==> src/core/dsi_cfg.svh <==
// offsets, field positions, reset values and timing counts of the status interlock
`ifndef DSI_CFG_SVH
`define DSI_CFG_SVH
`define DSI_CLK_MHZ 10
`define DSI_READY_DELAY_US 100
`define DSI_READY_DELAY_CYC (`DSI_READY_DELAY_US * `DSI_CLK_MHZ)
`define DSI_OFS_CTRL 8'h00
`define DSI_OFS_LEVEL 8'h04
`define DSI_OFS_SEL0 8'h08
`define DSI_OFS_SEL1 8'h0c
`define DSI_OFS_SEL2 8'h10
`define DSI_OFS_STATUS 8'h14
`define DSI_OFS_IRQ_STAT 8'h18
`define DSI_OFS_IRQ_MASK 8'h1c
`define DSI_CTRL_FAULT_RESET 0
`define DSI_ST_FAULT 0
`define DSI_ST_READY 1
`define DSI_ST_RUN 2
`define DSI_ST_CDET 3
`define DSI_ST_FWD 4
`define DSI_ST_REV 5
`define DSI_LEVEL_RST 10'h096
`define DSI_SEL0_RST 8'h00
`define DSI_SEL1_RST 8'h0c
`define DSI_SEL2_RST 8'h63
`define DSI_CODE_RUN 8'h00
`define DSI_CODE_READY 8'h0b
`define DSI_CODE_CDET 8'h0c
`define DSI_CODE_FAULT 8'h63
`define DSI_CODE_NEG_OFS 8'h64
`define DSI_RESP_OKAY 2'h0
`define DSI_RESP_SLVERR 2'h2
`endif

==> src/core/dsi_pkg.sv <==
// types shared by the status interlock
package dsi_pkg;
  typedef enum logic [1:0] {ST_IDLE, ST_RUN, ST_DECEL, ST_TRIP} dsi_state_type;
  typedef struct packed {
    logic cdet;
    logic running;
    logic ready;
    logic fault;
  } dsi_status_type;
endpackage : dsi_pkg

==> src/core/dsi_top.sv <==
// drive status outputs, output terminal routing and register slave
`timescale 1ns/1ps
`default_nettype none
`include "dsi_cfg.svh"
module dsi_top
  import dsi_pkg::*;
#(
  parameter int READY_CYC = `DSI_READY_DELAY_CYC,
  parameter int LEVEL_W = 10
) (
  input wire logic aclk,
  input wire logic aresetn,
  input wire logic [7:0] s_axi_awaddr,
  input wire logic s_axi_awvalid,
  output logic s_axi_awready,
  input wire logic [31:0] s_axi_wdata,
  input wire logic [3:0] s_axi_wstrb,
  input wire logic s_axi_wvalid,
  output logic s_axi_wready,
  output logic [1:0] s_axi_bresp,
  output logic s_axi_bvalid,
  input wire logic s_axi_bready,
  input wire logic [7:0] s_axi_araddr,
  input wire logic s_axi_arvalid,
  output logic s_axi_arready,
  output logic [31:0] s_axi_rdata,
  output logic [1:0] s_axi_rresp,
  output logic s_axi_rvalid,
  input wire logic s_axi_rready,
  input wire logic fwd_start_in,
  input wire logic rev_start_in,
  input wire logic freq_cmd_valid,
  input wire logic fault_trip,
  input wire logic drive_operable,
  input wire logic output_active,
  input wire logic [LEVEL_W-1:0] motor_current_pct,
  output logic fault_out,
  output logic ready_out,
  output logic running_out,
  output logic current_detect_out,
  output logic [1:0] oc_terminal_out,
  output logic relay_contact_terminal,
  output logic relay_bc_closed,
  output logic irq
);

  // refuse parameter values the logic cannot serve
  if (READY_CYC < 1 || LEVEL_W < 8 || LEVEL_W > 16) begin : g_bad_params
    $error("dsi_top: unsupported parameter values");
  end

  // ------------------------------------------------------------
  // pin synchronisers
  // ------------------------------------------------------------
  logic [1:0] start_meta_reg, start_meta_next;
  logic [1:0] start_sync_reg, start_sync_next;

  // two flops on the start pins
  always_comb begin
    start_meta_next = {rev_start_in, fwd_start_in};
    start_sync_next = start_meta_reg;
  end

  always_ff @(posedge aclk) begin
    if (!aresetn) begin
      start_meta_reg <= 2'h0;
      start_sync_reg <= 2'h0;
    end else begin
      start_meta_reg <= start_meta_next;
      start_sync_reg <= start_sync_next;
    end
  end

  // ------------------------------------------------------------
  // register bus slave
  // ------------------------------------------------------------
  logic aw_v_reg, aw_v_next, w_v_reg, w_v_next, bvalid_reg, bvalid_next;
  logic rvalid_reg, rvalid_next;
  logic [7:0] awaddr_reg, awaddr_next;
  logic [31:0] wdata_reg, wdata_next, rdata_reg, rdata_next;
  logic [3:0] wstrb_reg, wstrb_next;
  logic [1:0] bresp_reg, bresp_next, rresp_reg, rresp_next;
  logic wr_fire;
  logic [31:0] wr_val, wr_mask;

  // control and status storage, declared here for the read mux
  logic [LEVEL_W-1:0] level_reg, level_next;
  logic [7:0] sel_reg [3], sel_next [3];
  logic [3:0] irq_stat_reg, irq_stat_next, irq_mask_reg, irq_mask_next;
  dsi_status_type st_reg, st_next;

  function automatic logic mapped(input logic [7:0] a);
    mapped = (a <= `DSI_OFS_IRQ_MASK) && (a[1:0] == 2'h0);
  endfunction : mapped

  function automatic logic [31:0] reg_word(input logic [7:0] a);
    reg_word = 32'h0;
    case (a)
      `DSI_OFS_LEVEL: reg_word[LEVEL_W-1:0] = level_reg;
      `DSI_OFS_SEL0: reg_word[7:0] = sel_reg[0];
      `DSI_OFS_SEL1: reg_word[7:0] = sel_reg[1];
      `DSI_OFS_SEL2: reg_word[7:0] = sel_reg[2];
      `DSI_OFS_STATUS: reg_word[5:0] = {start_sync_reg, st_reg};
      `DSI_OFS_IRQ_STAT: reg_word[3:0] = irq_stat_reg;
      `DSI_OFS_IRQ_MASK: reg_word[3:0] = irq_mask_reg;
      default: reg_word = 32'h0;
    endcase
  endfunction : reg_word

  // address and data taken in either order, response after both
  always_comb begin
    aw_v_next = aw_v_reg;
    w_v_next = w_v_reg;
    awaddr_next = awaddr_reg;
    wdata_next = wdata_reg;
    wstrb_next = wstrb_reg;
    bvalid_next = bvalid_reg;
    bresp_next = bresp_reg;
    rvalid_next = rvalid_reg;
    rdata_next = rdata_reg;
    rresp_next = rresp_reg;
    wr_fire = aw_v_reg && w_v_reg && !bvalid_reg;
    if (s_axi_awvalid && !aw_v_reg) begin
      aw_v_next = 1'b1;
      awaddr_next = s_axi_awaddr;
    end
    if (s_axi_wvalid && !w_v_reg) begin
      w_v_next = 1'b1;
      wdata_next = s_axi_wdata;
      wstrb_next = s_axi_wstrb;
    end
    if (wr_fire) begin
      aw_v_next = 1'b0;
      w_v_next = 1'b0;
      bvalid_next = 1'b1;
      bresp_next = mapped(awaddr_reg) ? `DSI_RESP_OKAY : `DSI_RESP_SLVERR;
    end else if (bvalid_reg && s_axi_bready) begin
      bvalid_next = 1'b0;
    end
    if (s_axi_arvalid && !rvalid_reg) begin
      rvalid_next = 1'b1;
      rdata_next = reg_word(s_axi_araddr);
      rresp_next = mapped(s_axi_araddr) ? `DSI_RESP_OKAY : `DSI_RESP_SLVERR;
    end else if (rvalid_reg && s_axi_rready) begin
      rvalid_next = 1'b0;
    end
  end

  always_ff @(posedge aclk) begin
    if (!aresetn) begin
      aw_v_reg <= 1'b0;
      w_v_reg <= 1'b0;
      awaddr_reg <= 8'h00;
      wdata_reg <= 32'h0;
      wstrb_reg <= 4'h0;
      bvalid_reg <= 1'b0;
      bresp_reg <= 2'h0;
      rvalid_reg <= 1'b0;
      rdata_reg <= 32'h0;
      rresp_reg <= 2'h0;
    end else begin
      aw_v_reg <= aw_v_next;
      w_v_reg <= w_v_next;
      awaddr_reg <= awaddr_next;
      wdata_reg <= wdata_next;
      wstrb_reg <= wstrb_next;
      bvalid_reg <= bvalid_next;
      bresp_reg <= bresp_next;
      rvalid_reg <= rvalid_next;
      rdata_reg <= rdata_next;
      rresp_reg <= rresp_next;
    end
  end

  assign s_axi_awready = !aw_v_reg;
  assign s_axi_wready = !w_v_reg;
  assign s_axi_bvalid = bvalid_reg;
  assign s_axi_bresp = bresp_reg;
  assign s_axi_arready = !rvalid_reg;
  assign s_axi_rvalid = rvalid_reg;
  assign s_axi_rdata = rdata_reg;
  assign s_axi_rresp = rresp_reg;

  // byte lanes merge new data over the stored word
  always_comb begin
    wr_mask = {{8{wstrb_reg[3]}}, {8{wstrb_reg[2]}}, {8{wstrb_reg[1]}}, {8{wstrb_reg[0]}}};
    wr_val = (reg_word(awaddr_reg) & ~wr_mask) | (wdata_reg & wr_mask);
  end

  // ------------------------------------------------------------
  // drive status logic
  // ------------------------------------------------------------
  dsi_state_type state_reg, state_next;
  logic fault_lat_reg, fault_lat_next;
  logic [$clog2(READY_CYC+1)-1:0] pwr_cnt_reg, pwr_cnt_next;
  logic [2:0] term_reg, term_next;
  logic start_any, fault_clr, moving;
  logic [3:0] evt;

  // one terminal's level from its selection code
  function automatic logic term_level(input logic [7:0] code, input dsi_status_type s);
    logic [7:0] base;
    logic neg;
    neg = (code >= `DSI_CODE_NEG_OFS);
    base = neg ? code - `DSI_CODE_NEG_OFS : code;
    case (base)
      `DSI_CODE_FAULT: term_level = s.fault ^ neg;
      `DSI_CODE_READY: term_level = s.ready ^ neg;
      `DSI_CODE_RUN: term_level = s.running ^ neg;
      `DSI_CODE_CDET: term_level = s.cdet ^ neg;
      default: term_level = 1'b0;
    endcase
  endfunction : term_level

  always_comb begin
    start_any = (start_sync_reg != 2'h0) && freq_cmd_valid;
    fault_clr = wr_fire && (awaddr_reg == `DSI_OFS_CTRL) && wstrb_reg[0]
                && wdata_reg[`DSI_CTRL_FAULT_RESET];
    fault_lat_next = fault_trip ? 1'b1 : (fault_clr ? 1'b0 : fault_lat_reg);
    pwr_cnt_next = pwr_cnt_reg;
    if (pwr_cnt_reg != READY_CYC[$bits(pwr_cnt_reg)-1:0]) begin
      pwr_cnt_next = pwr_cnt_reg + 1'b1;
    end
    state_next = state_reg;
    case (state_reg)
      ST_IDLE: if (fault_lat_reg) state_next = ST_TRIP;
               else if (start_any && st_reg.ready) state_next = ST_RUN;
      ST_RUN: if (fault_lat_reg) state_next = ST_TRIP;
              else if (!start_any) state_next = ST_DECEL;
      ST_DECEL: if (fault_lat_reg) state_next = ST_TRIP;
                else if (start_any) state_next = ST_RUN;
                else if (!output_active) state_next = ST_IDLE;
      ST_TRIP: if (!fault_lat_reg) state_next = ST_IDLE;
      default: state_next = ST_IDLE;
    endcase
    moving = (state_reg == ST_RUN) || (state_reg == ST_DECEL);
    st_next.fault = fault_lat_reg;
    st_next.ready = (pwr_cnt_reg == READY_CYC[$bits(pwr_cnt_reg)-1:0])
                    && drive_operable && !fault_lat_reg;
    st_next.running = moving;
    st_next.cdet = moving && (motor_current_pct > level_reg);
    for (int i = 0; i < 3; i++) begin
      term_next[i] = term_level(sel_reg[i], st_reg);
    end
  end

  always_ff @(posedge aclk) begin
    if (!aresetn) begin
      state_reg <= ST_IDLE;
      fault_lat_reg <= 1'b0;
      pwr_cnt_reg <= '0;
      st_reg <= '0;
      term_reg <= 3'h0;
    end else begin
      state_reg <= state_next;
      fault_lat_reg <= fault_lat_next;
      pwr_cnt_reg <= pwr_cnt_next;
      st_reg <= st_next;
      term_reg <= term_next;
    end
  end

  // ------------------------------------------------------------
  // settings and interrupt registers
  // ------------------------------------------------------------
  always_comb begin
    level_next = level_reg;
    for (int i = 0; i < 3; i++) begin
      sel_next[i] = sel_reg[i];
    end
    irq_mask_next = irq_mask_reg;
    evt[0] = st_next.fault && !st_reg.fault;
    evt[1] = st_next.ready && !st_reg.ready;
    evt[2] = st_next.running && !st_reg.running;
    evt[3] = !st_next.running && st_reg.running;
    irq_stat_next = irq_stat_reg;
    if (wr_fire) begin
      case (awaddr_reg)
        `DSI_OFS_LEVEL: level_next = wr_val[LEVEL_W-1:0];
        `DSI_OFS_SEL0: sel_next[0] = wr_val[7:0];
        `DSI_OFS_SEL1: sel_next[1] = wr_val[7:0];
        `DSI_OFS_SEL2: sel_next[2] = wr_val[7:0];
        `DSI_OFS_IRQ_STAT: irq_stat_next = irq_stat_reg & ~(wdata_reg[3:0] & wr_mask[3:0]);
        `DSI_OFS_IRQ_MASK: irq_mask_next = wr_val[3:0];
        default: level_next = level_reg;
      endcase
    end
    irq_stat_next = irq_stat_next | evt; // set wins over clear
  end

  always_ff @(posedge aclk) begin
    if (!aresetn) begin
      level_reg <= LEVEL_W'(`DSI_LEVEL_RST);
      sel_reg[0] <= `DSI_SEL0_RST;
      sel_reg[1] <= `DSI_SEL1_RST;
      sel_reg[2] <= `DSI_SEL2_RST;
      irq_stat_reg <= 4'h0;
      irq_mask_reg <= 4'h0;
    end else begin
      level_reg <= level_next;
      sel_reg <= sel_next;
      irq_stat_reg <= irq_stat_next;
      irq_mask_reg <= irq_mask_next;
    end
  end

  // ------------------------------------------------------------
  // outputs
  // ------------------------------------------------------------
  assign fault_out = st_reg.fault;
  assign ready_out = st_reg.ready;
  assign running_out = st_reg.running;
  assign current_detect_out = st_reg.cdet;
  assign oc_terminal_out = term_reg[1:0];
  assign relay_contact_terminal = term_reg[2]; // A-C closed
  assign relay_bc_closed = !term_reg[2];
  assign irq = |(irq_stat_reg & irq_mask_reg);

endmodule : dsi_top
`default_nettype wire

==> config.mk <==
export PLATFORM = sky130hd
export DESIGN_NAME = dsi_top
export DESIGN_NICKNAME = d
export VERILOG_FILES = /design/src/core/dsi_pkg.sv /design/src/core/dsi_top.sv
export VERILOG_INCLUDE_DIRS = /design/src /design/src/core
export SDC_FILE = /design/constraint.sdc
export NUM_CORES = 1
export LEC_CHECK = 0
export BUFFER_PORTS_ARGS = -buffer_cell sky130_fd_sc_hd__buf_2
export CAP_MARGIN = 20
export CORE_MARGIN = 1.5
export CORE_UTILIZATION = 49
export DETAILED_ROUTE_END_ITERATION = 10
export GPL_TIMING_DRIVEN = 0
export PLACE_DENSITY = 0.72
export SLEW_MARGIN = 20
export SYNTH_ARGS = -nofsm -noshare
export SYNTH_HDL_FRONTEND = slang
export SYNTH_SLANG_ARGS = --single-unit
==> constraint.sdc <==
create_clock -name aclk -period 6 [get_ports aclk]
set_clock_uncertainty 0.1 [all_clocks]
set_input_delay 0.3 -clock aclk [delete_from_list [all_inputs] [get_ports aclk]]
set_output_delay 0.3 -clock aclk [all_outputs]
set_load 0.05 [all_outputs]
After elaboration in Yosys (flattened, before gate mapping)
Index checks and enable logic that the tools add are counted.
{"block": "totals", "ff_bits": 104, "latch_bits": 0, "ram_bits": 0, "mem_bits_ro": 0, "out_inout_bits": 50, "wordCells": 174, "n_memories": 0}
{"block": "op_classes", "n_addsub": 4, "n_mul": 0, "n_div": 0, "order_cmp": 6, "eq_ne": 32, "shift": 0, "mux": 33, "bitwise_logic": 22, "n_reduce_logical": 51}
{"op": "8-bit by 4-bit == test with 1-bit output (second input constant)", "n": 10}
{"op": "8-bit by 5-bit == test with 1-bit output (second input constant)", "n": 8}
{"op": "4-bit case mux with 7 select lines", "n": 2}
{"op": "8-bit zero test", "n": 4}
{"op": "8-bit by 7-bit == test with 1-bit output (second input constant)", "n": 3}
{"op": "8-bit by 7-bit greater-or-equal comparator with 1-bit output (second input constant)", "n": 3}
{"op": "2-bit 2-to-1 mux", "n": 12}
{"op": "8-bit 2-to-1 mux", "n": 3}
{"op": "2-bit case mux with 4 select lines", "n": 3}
{"op": "8-bit by 7-bit subtractor with 8-bit output (second input constant)", "n": 3}
{"op": "1-bit logical AND", "n": 21}
{"op": "10-bit AND", "n": 2}
{"op": "2-bit case mux with 5 select lines", "n": 2}
{"op": "8-bit by 3-bit == test with 1-bit output (second input constant)", "n": 2}
{"op": "8-bit by 5-bit <= comparator with 1-bit output (second input constant)", "n": 2}
{"op": "4-bit AND", "n": 3}
{"op": "1-bit case mux with 4 select lines", "n": 3}
{"op": "1-bit XOR", "n": 12}
{"op": "10-bit by 1-bit adder with 10-bit output (second input constant)", "n": 1}
{"op": "10-bit == test (second input constant)", "n": 1}
{"op": "10-bit greater-than comparator", "n": 1}
{"op": "1-bit zero test", "n": 10}
{"op": "10-bit != test (second input constant)", "n": 1}
{"op": "10-bit inverter", "n": 1}
{"op": "18 further kinds", "n": 35}

Logic depth before layout (Yosys ltp)
{"block": "depth", "ltp_word": 7, "ltp_mapped": 10, "ltp_nobuf": 9}

Least setup slack after synthesis
No wires, ideal clock.
{"block": "synth_path", "path_type": "register to register", "from": "reg sel_reg[2] (netlist name)", "to": "reg term_reg[2]", "arrival_ns": 2.608, "setup_slack_ns": 3.189, "stages_incl_launch_ff": 11, "n_path_buf": 1, "synth_period_minus_slack_ns": 2.811, "path_cell_list": "dfxtp_1 -> clkbuf_1 -> inv_1 -> ha_1 -> nand2b_4 -> o31a_4 -> mux4_2 -> a2bb2oi_1 -> or3_1 -> a21o_1 -> a2111oi_2"}
{"block": "synth_via", "elab_chain_len": 4}
{"item": "start, declared", "line_no": "dsi_top.sv:88", "source": "logic [7:0] sel_reg [3], sel_next [3];"}
{"item": "start signal, assigned", "line_no": "dsi_top.sv:301", "source": "sel_reg <= sel_next;"}
{"item": "8-bit by 7-bit subtractor with 8-bit output (no line) / 8-bit by 7-bit greater-or-equal comparator with 1-bit output (equally long branches)"}
{"item": "8-bit 2-to-1 mux", "line_no": "dsi_top.sv:205", "source": "base = neg ? code - `DSI_CODE_NEG_OFS : code;"}
{"item": "8-bit by 4-bit == test with 1-bit output (tied with other cells)", "line_no": "dsi_top.sv:206", "source": "case (base)"}
{"item": "1-bit case mux with 4 select lines (*)", "line_no": "dsi_top.sv:206"}
{"item": "end signal, assigned", "line_no": "dsi_top.sv:259", "source": "term_reg <= term_next;"}
{"item": "end, declared", "line_no": "dsi_top.sv:196", "source": "logic [2:0] term_reg, term_next;"}
Mark *: on every way between the ends. The rest lies on a longest branch, timed or not.
A chain may end at the register's enable or synchronous reset.

Worst setup path after layout
Ends and elaborated chain as after synthesis.

==> flow_summary_export.csv <==
group,metric,value,unit
run_status,outcome,"finished, final reports clean",
drt,drt_iter0_markers,761,
drt,drt_first_pass_iters,7,
die,initial_utilization,51.0,%
min_path,hp-start,"s_axi_rready",
timing,maxSlewViolCount,0,
timing,maxSlewHeadroom,39.3,%
power_and_ir_drop,vdd_drop_max,0.201,mV
power_and_ir_drop,powerDensity,228,nW/µm²
final_layout,fin_nets,1010,
critical_path,cp-start-kind,"flop",
final_layout,drive_gt1_share,15.1,%
clocking,cts_tree,"built",
global_route,grt.overflow.total,0,
clocking,clock_latency,0.36,ns
final_layout,area_growth,15.5,%
critical_path,cp-endpoint,"term_reg[2]",
drt,vias,6241,
logic_synthesis,synth_top_flop_cell,"dfxtp_1",
die,die_area,13300,µm²
place,routabilityCongestion,1.02,
critical_path,slowest_stage,"mux4_2",
drt,wirelength,17.8,mm
place,hpwl,13.4,mm
critical_path,r2r_start,"sel_reg[2]",
clocking,ctsResizeCount,0,
global_route,antenna_found_initial,0,
min_path,hp-class,"primary input to flop",
clocking,cts.path.max_buffers,2,
critical_path,arrival,3.38,ns
clocking,cts_max_level,3,
timing,fmax,311,MHz
final_layout,layout_commonest_cell,"nand2_1",
power_and_ir_drop,fin_total_pwr,1630,µW
final_layout,n_fill_cell,1201,
critical_path,cp.required,6.16,ns
critical_path,path_cells,"clkbuf_1, inv_1, ha_1, nand2b_4, o31a_4, mux4_2, a2bb2oi_1, or3_1, a21o_1, a2111oi_2",
logic_synthesis,synth-edff-count,0,
die,die_h,115,µm
drt,vias_per_cell,5.76,
timing,tns,0,ns
final_layout,n_antenna_cell,0,
die,die_w,115,µm
die,rows,40,
logic_synthesis,synthCells,803,
critical_path,path_class,"flop to flop",
clocking,cts_root_buffer,"clkbuf_16",
logic_synthesis,postSynth.asyncResetShare,0,%
critical_path,r2r_slack,2.78,ns
timing,timing.final.crit_share,53.7,%
global_route,grt_usage,27.8,%
place,port_buffers,75,
logic_synthesis,avgSynthCellArea,7.72,µm²
logic_synthesis,netlist_area,6200,µm²
global_route,grt_pass1_vias,5648,
logic_synthesis,synth_seq_cells,102,
logic_synthesis,synth_top_cell_area_share,32.9,%
critical_path,r2r_cells,10,
critical_path,slowest_delay,0.50,ns
die,num_io_pins,125,
timing,period_needed,3.22,ns
critical_path,crit_path_end_kind,"flop",
clocking,hold_buffers,0,
critical_path,r2r-end,"term_reg[2]",
clocking,cts_inserted_buffers,9,
timing,worst_pin_slew,0.908,ns
timing,rsz0062_at_grt,"no",
job,maxCapViolations,0,
clocking,cts_setup_buffers,0,
critical_path,cp-startpoint,"sel_reg[2]",
clocking,clk_pin_slew_worst_paths,0.07,ns
logic_synthesis,yosysUniqueCellTypes,71,
power_and_ir_drop,p_leak,0.00286,µW
die,core_area,12200,µm²
clocking,cts_num_sinks,102,
global_route,grt_pass1_wl,28.7,mm
final_layout,layout_common_cells,"nand2_1, dfxtp_1, buf_2",
logic_synthesis,synth_area_leaders,"dfxtp_1, nand2_1, a21oi_1, ha_1, nor2_1",
critical_path,cp_max_fo,10,
logic_synthesis,seq_area_frac_synth,32.9,%
logic_synthesis,ys_warn_count,0,
final_layout,largest_reg_flops,24,
drt,wl_per_cell,16.4,µm
global_route,grt_start_max_net_pins,19,
drt,drc_errors,0,
drt,final_antenna_net_count,0,
timing,hold_viol,0,
logic_synthesis,synth_top_area_cell,"dfxtp_1",
timing,setup_viol,0,
stage by stage:
stage               std cells  cell area, µm²  utilization [%]  setup slack (ns)  hold slack [ns]
floorplan                 826            6290                -              3.19            0.300
global placement         1069            6870             56.5              2.80            0.314
detailed placement       1069            6870             56.5              2.80            0.319
CTS                      1084            7150             58.8              2.78           0.0240
global route             1084            7160             58.9              2.46           0.0391
finish                   1084            7160             58.9              2.78           0.0255
routing by layer:
metal	track usage (%)	up-vias	share of wire, %
met1	37.1	2870	43
met2	45.6	277	46
met3	5.91	52	7.8
met5	0	-	0
li1	-	3042	-
met4	7.82	0	2.7
synthesized netlist by cell type (6+ instances only):
cell / instances
a211oi_1: 20
a21o_1: 9
a21oi_1: 62
a222oi_1: 6
a22oi_1: 20
a32oi_1: 8
and2_1: 17
and3_1: 8
buf_1: 9
buf_4: 24
clkbuf_1: 40
dfxtp_1: 102
ha_1: 23
inv_1: 37
mux2i_1: 12
nand2_1: 115
nand2b_1: 6
nand3_1: 32
nand4_1: 6
nor2_1: 72
nor2b_1: 6
nor3_1: 28
nor4_1: 8
o211ai_1: 12
o21ai_0: 22
o31ai_1: 6
or3_1: 8
xor2_1: 7
worst max-delay path, delay by kind of cell, from the launching register on:
| family | cells | cell delay [ns] |
|---|---|---|
| adder cells (fa/ha/maj) | 1 | 0.34 |
| multiplexers | 1 | 0.50 |
| AND/OR/NAND/NOR | 2 | 0.46 |
| flip-flops | 1 | 0.35 |
| buffers and inverters | 2 | 0.58 |
| AO/OA/AOI/OAI | 4 | 0.79 |
final cells by class:
class	instances	area, µm²	share of cell area, %
sequential	102	2040	28.5
buffer	75	380	5.31
timing repair buffer	75	375	5.24
tap	168	210	2.94
multi-input combinational	612	3740	52.2
inverter	37	139	1.94
clock buffer	9	225	3.14
clock inverter	6	53.8	0.751
kinds of logic after synthesis:
| kind of cell | count (synthesis) | share of synthesized area, % |
|---|---|---|
| XOR/XNOR | 10 | 1.41 |
| AO/OA/AOI/OAI | 203 | 22.5 |
| flip-flops | 102 | 32.9 |
| adder cells (fa/ha/maj) | 23 | 4.64 |
| other | 1 | 0.0605 |
| buffers and inverters | 112 | 8.38 |
| AND/OR/NAND/NOR | 331 | 25.6 |
| multiplexers | 21 | 4.48 |
how the worst min path moves through the flow:
stage	to	cells past startpoint	slack, ns
after detailed placement	start_sync_reg[1]	1	0.32
after CTS	s_axi_rvalid	2	0.02
after global routing	s_axi_rvalid	2	0.04
final	s_axi_rvalid	2	0.03
after global placement	start_sync_reg[0]	1	0.31
after floorplan	s_axi_rvalid	1	0.30
power breakdown:
part	leakage [µW]	total (µW)	switching [µW]	internal [µW]
registers	0.000831	749	39.6	709
logic	0.00189	319	208	111
clock network	0.000134	566	280	287
total	0.00286	1630	528	1110
No activity file was read; power rests on OpenSTA's default activity.
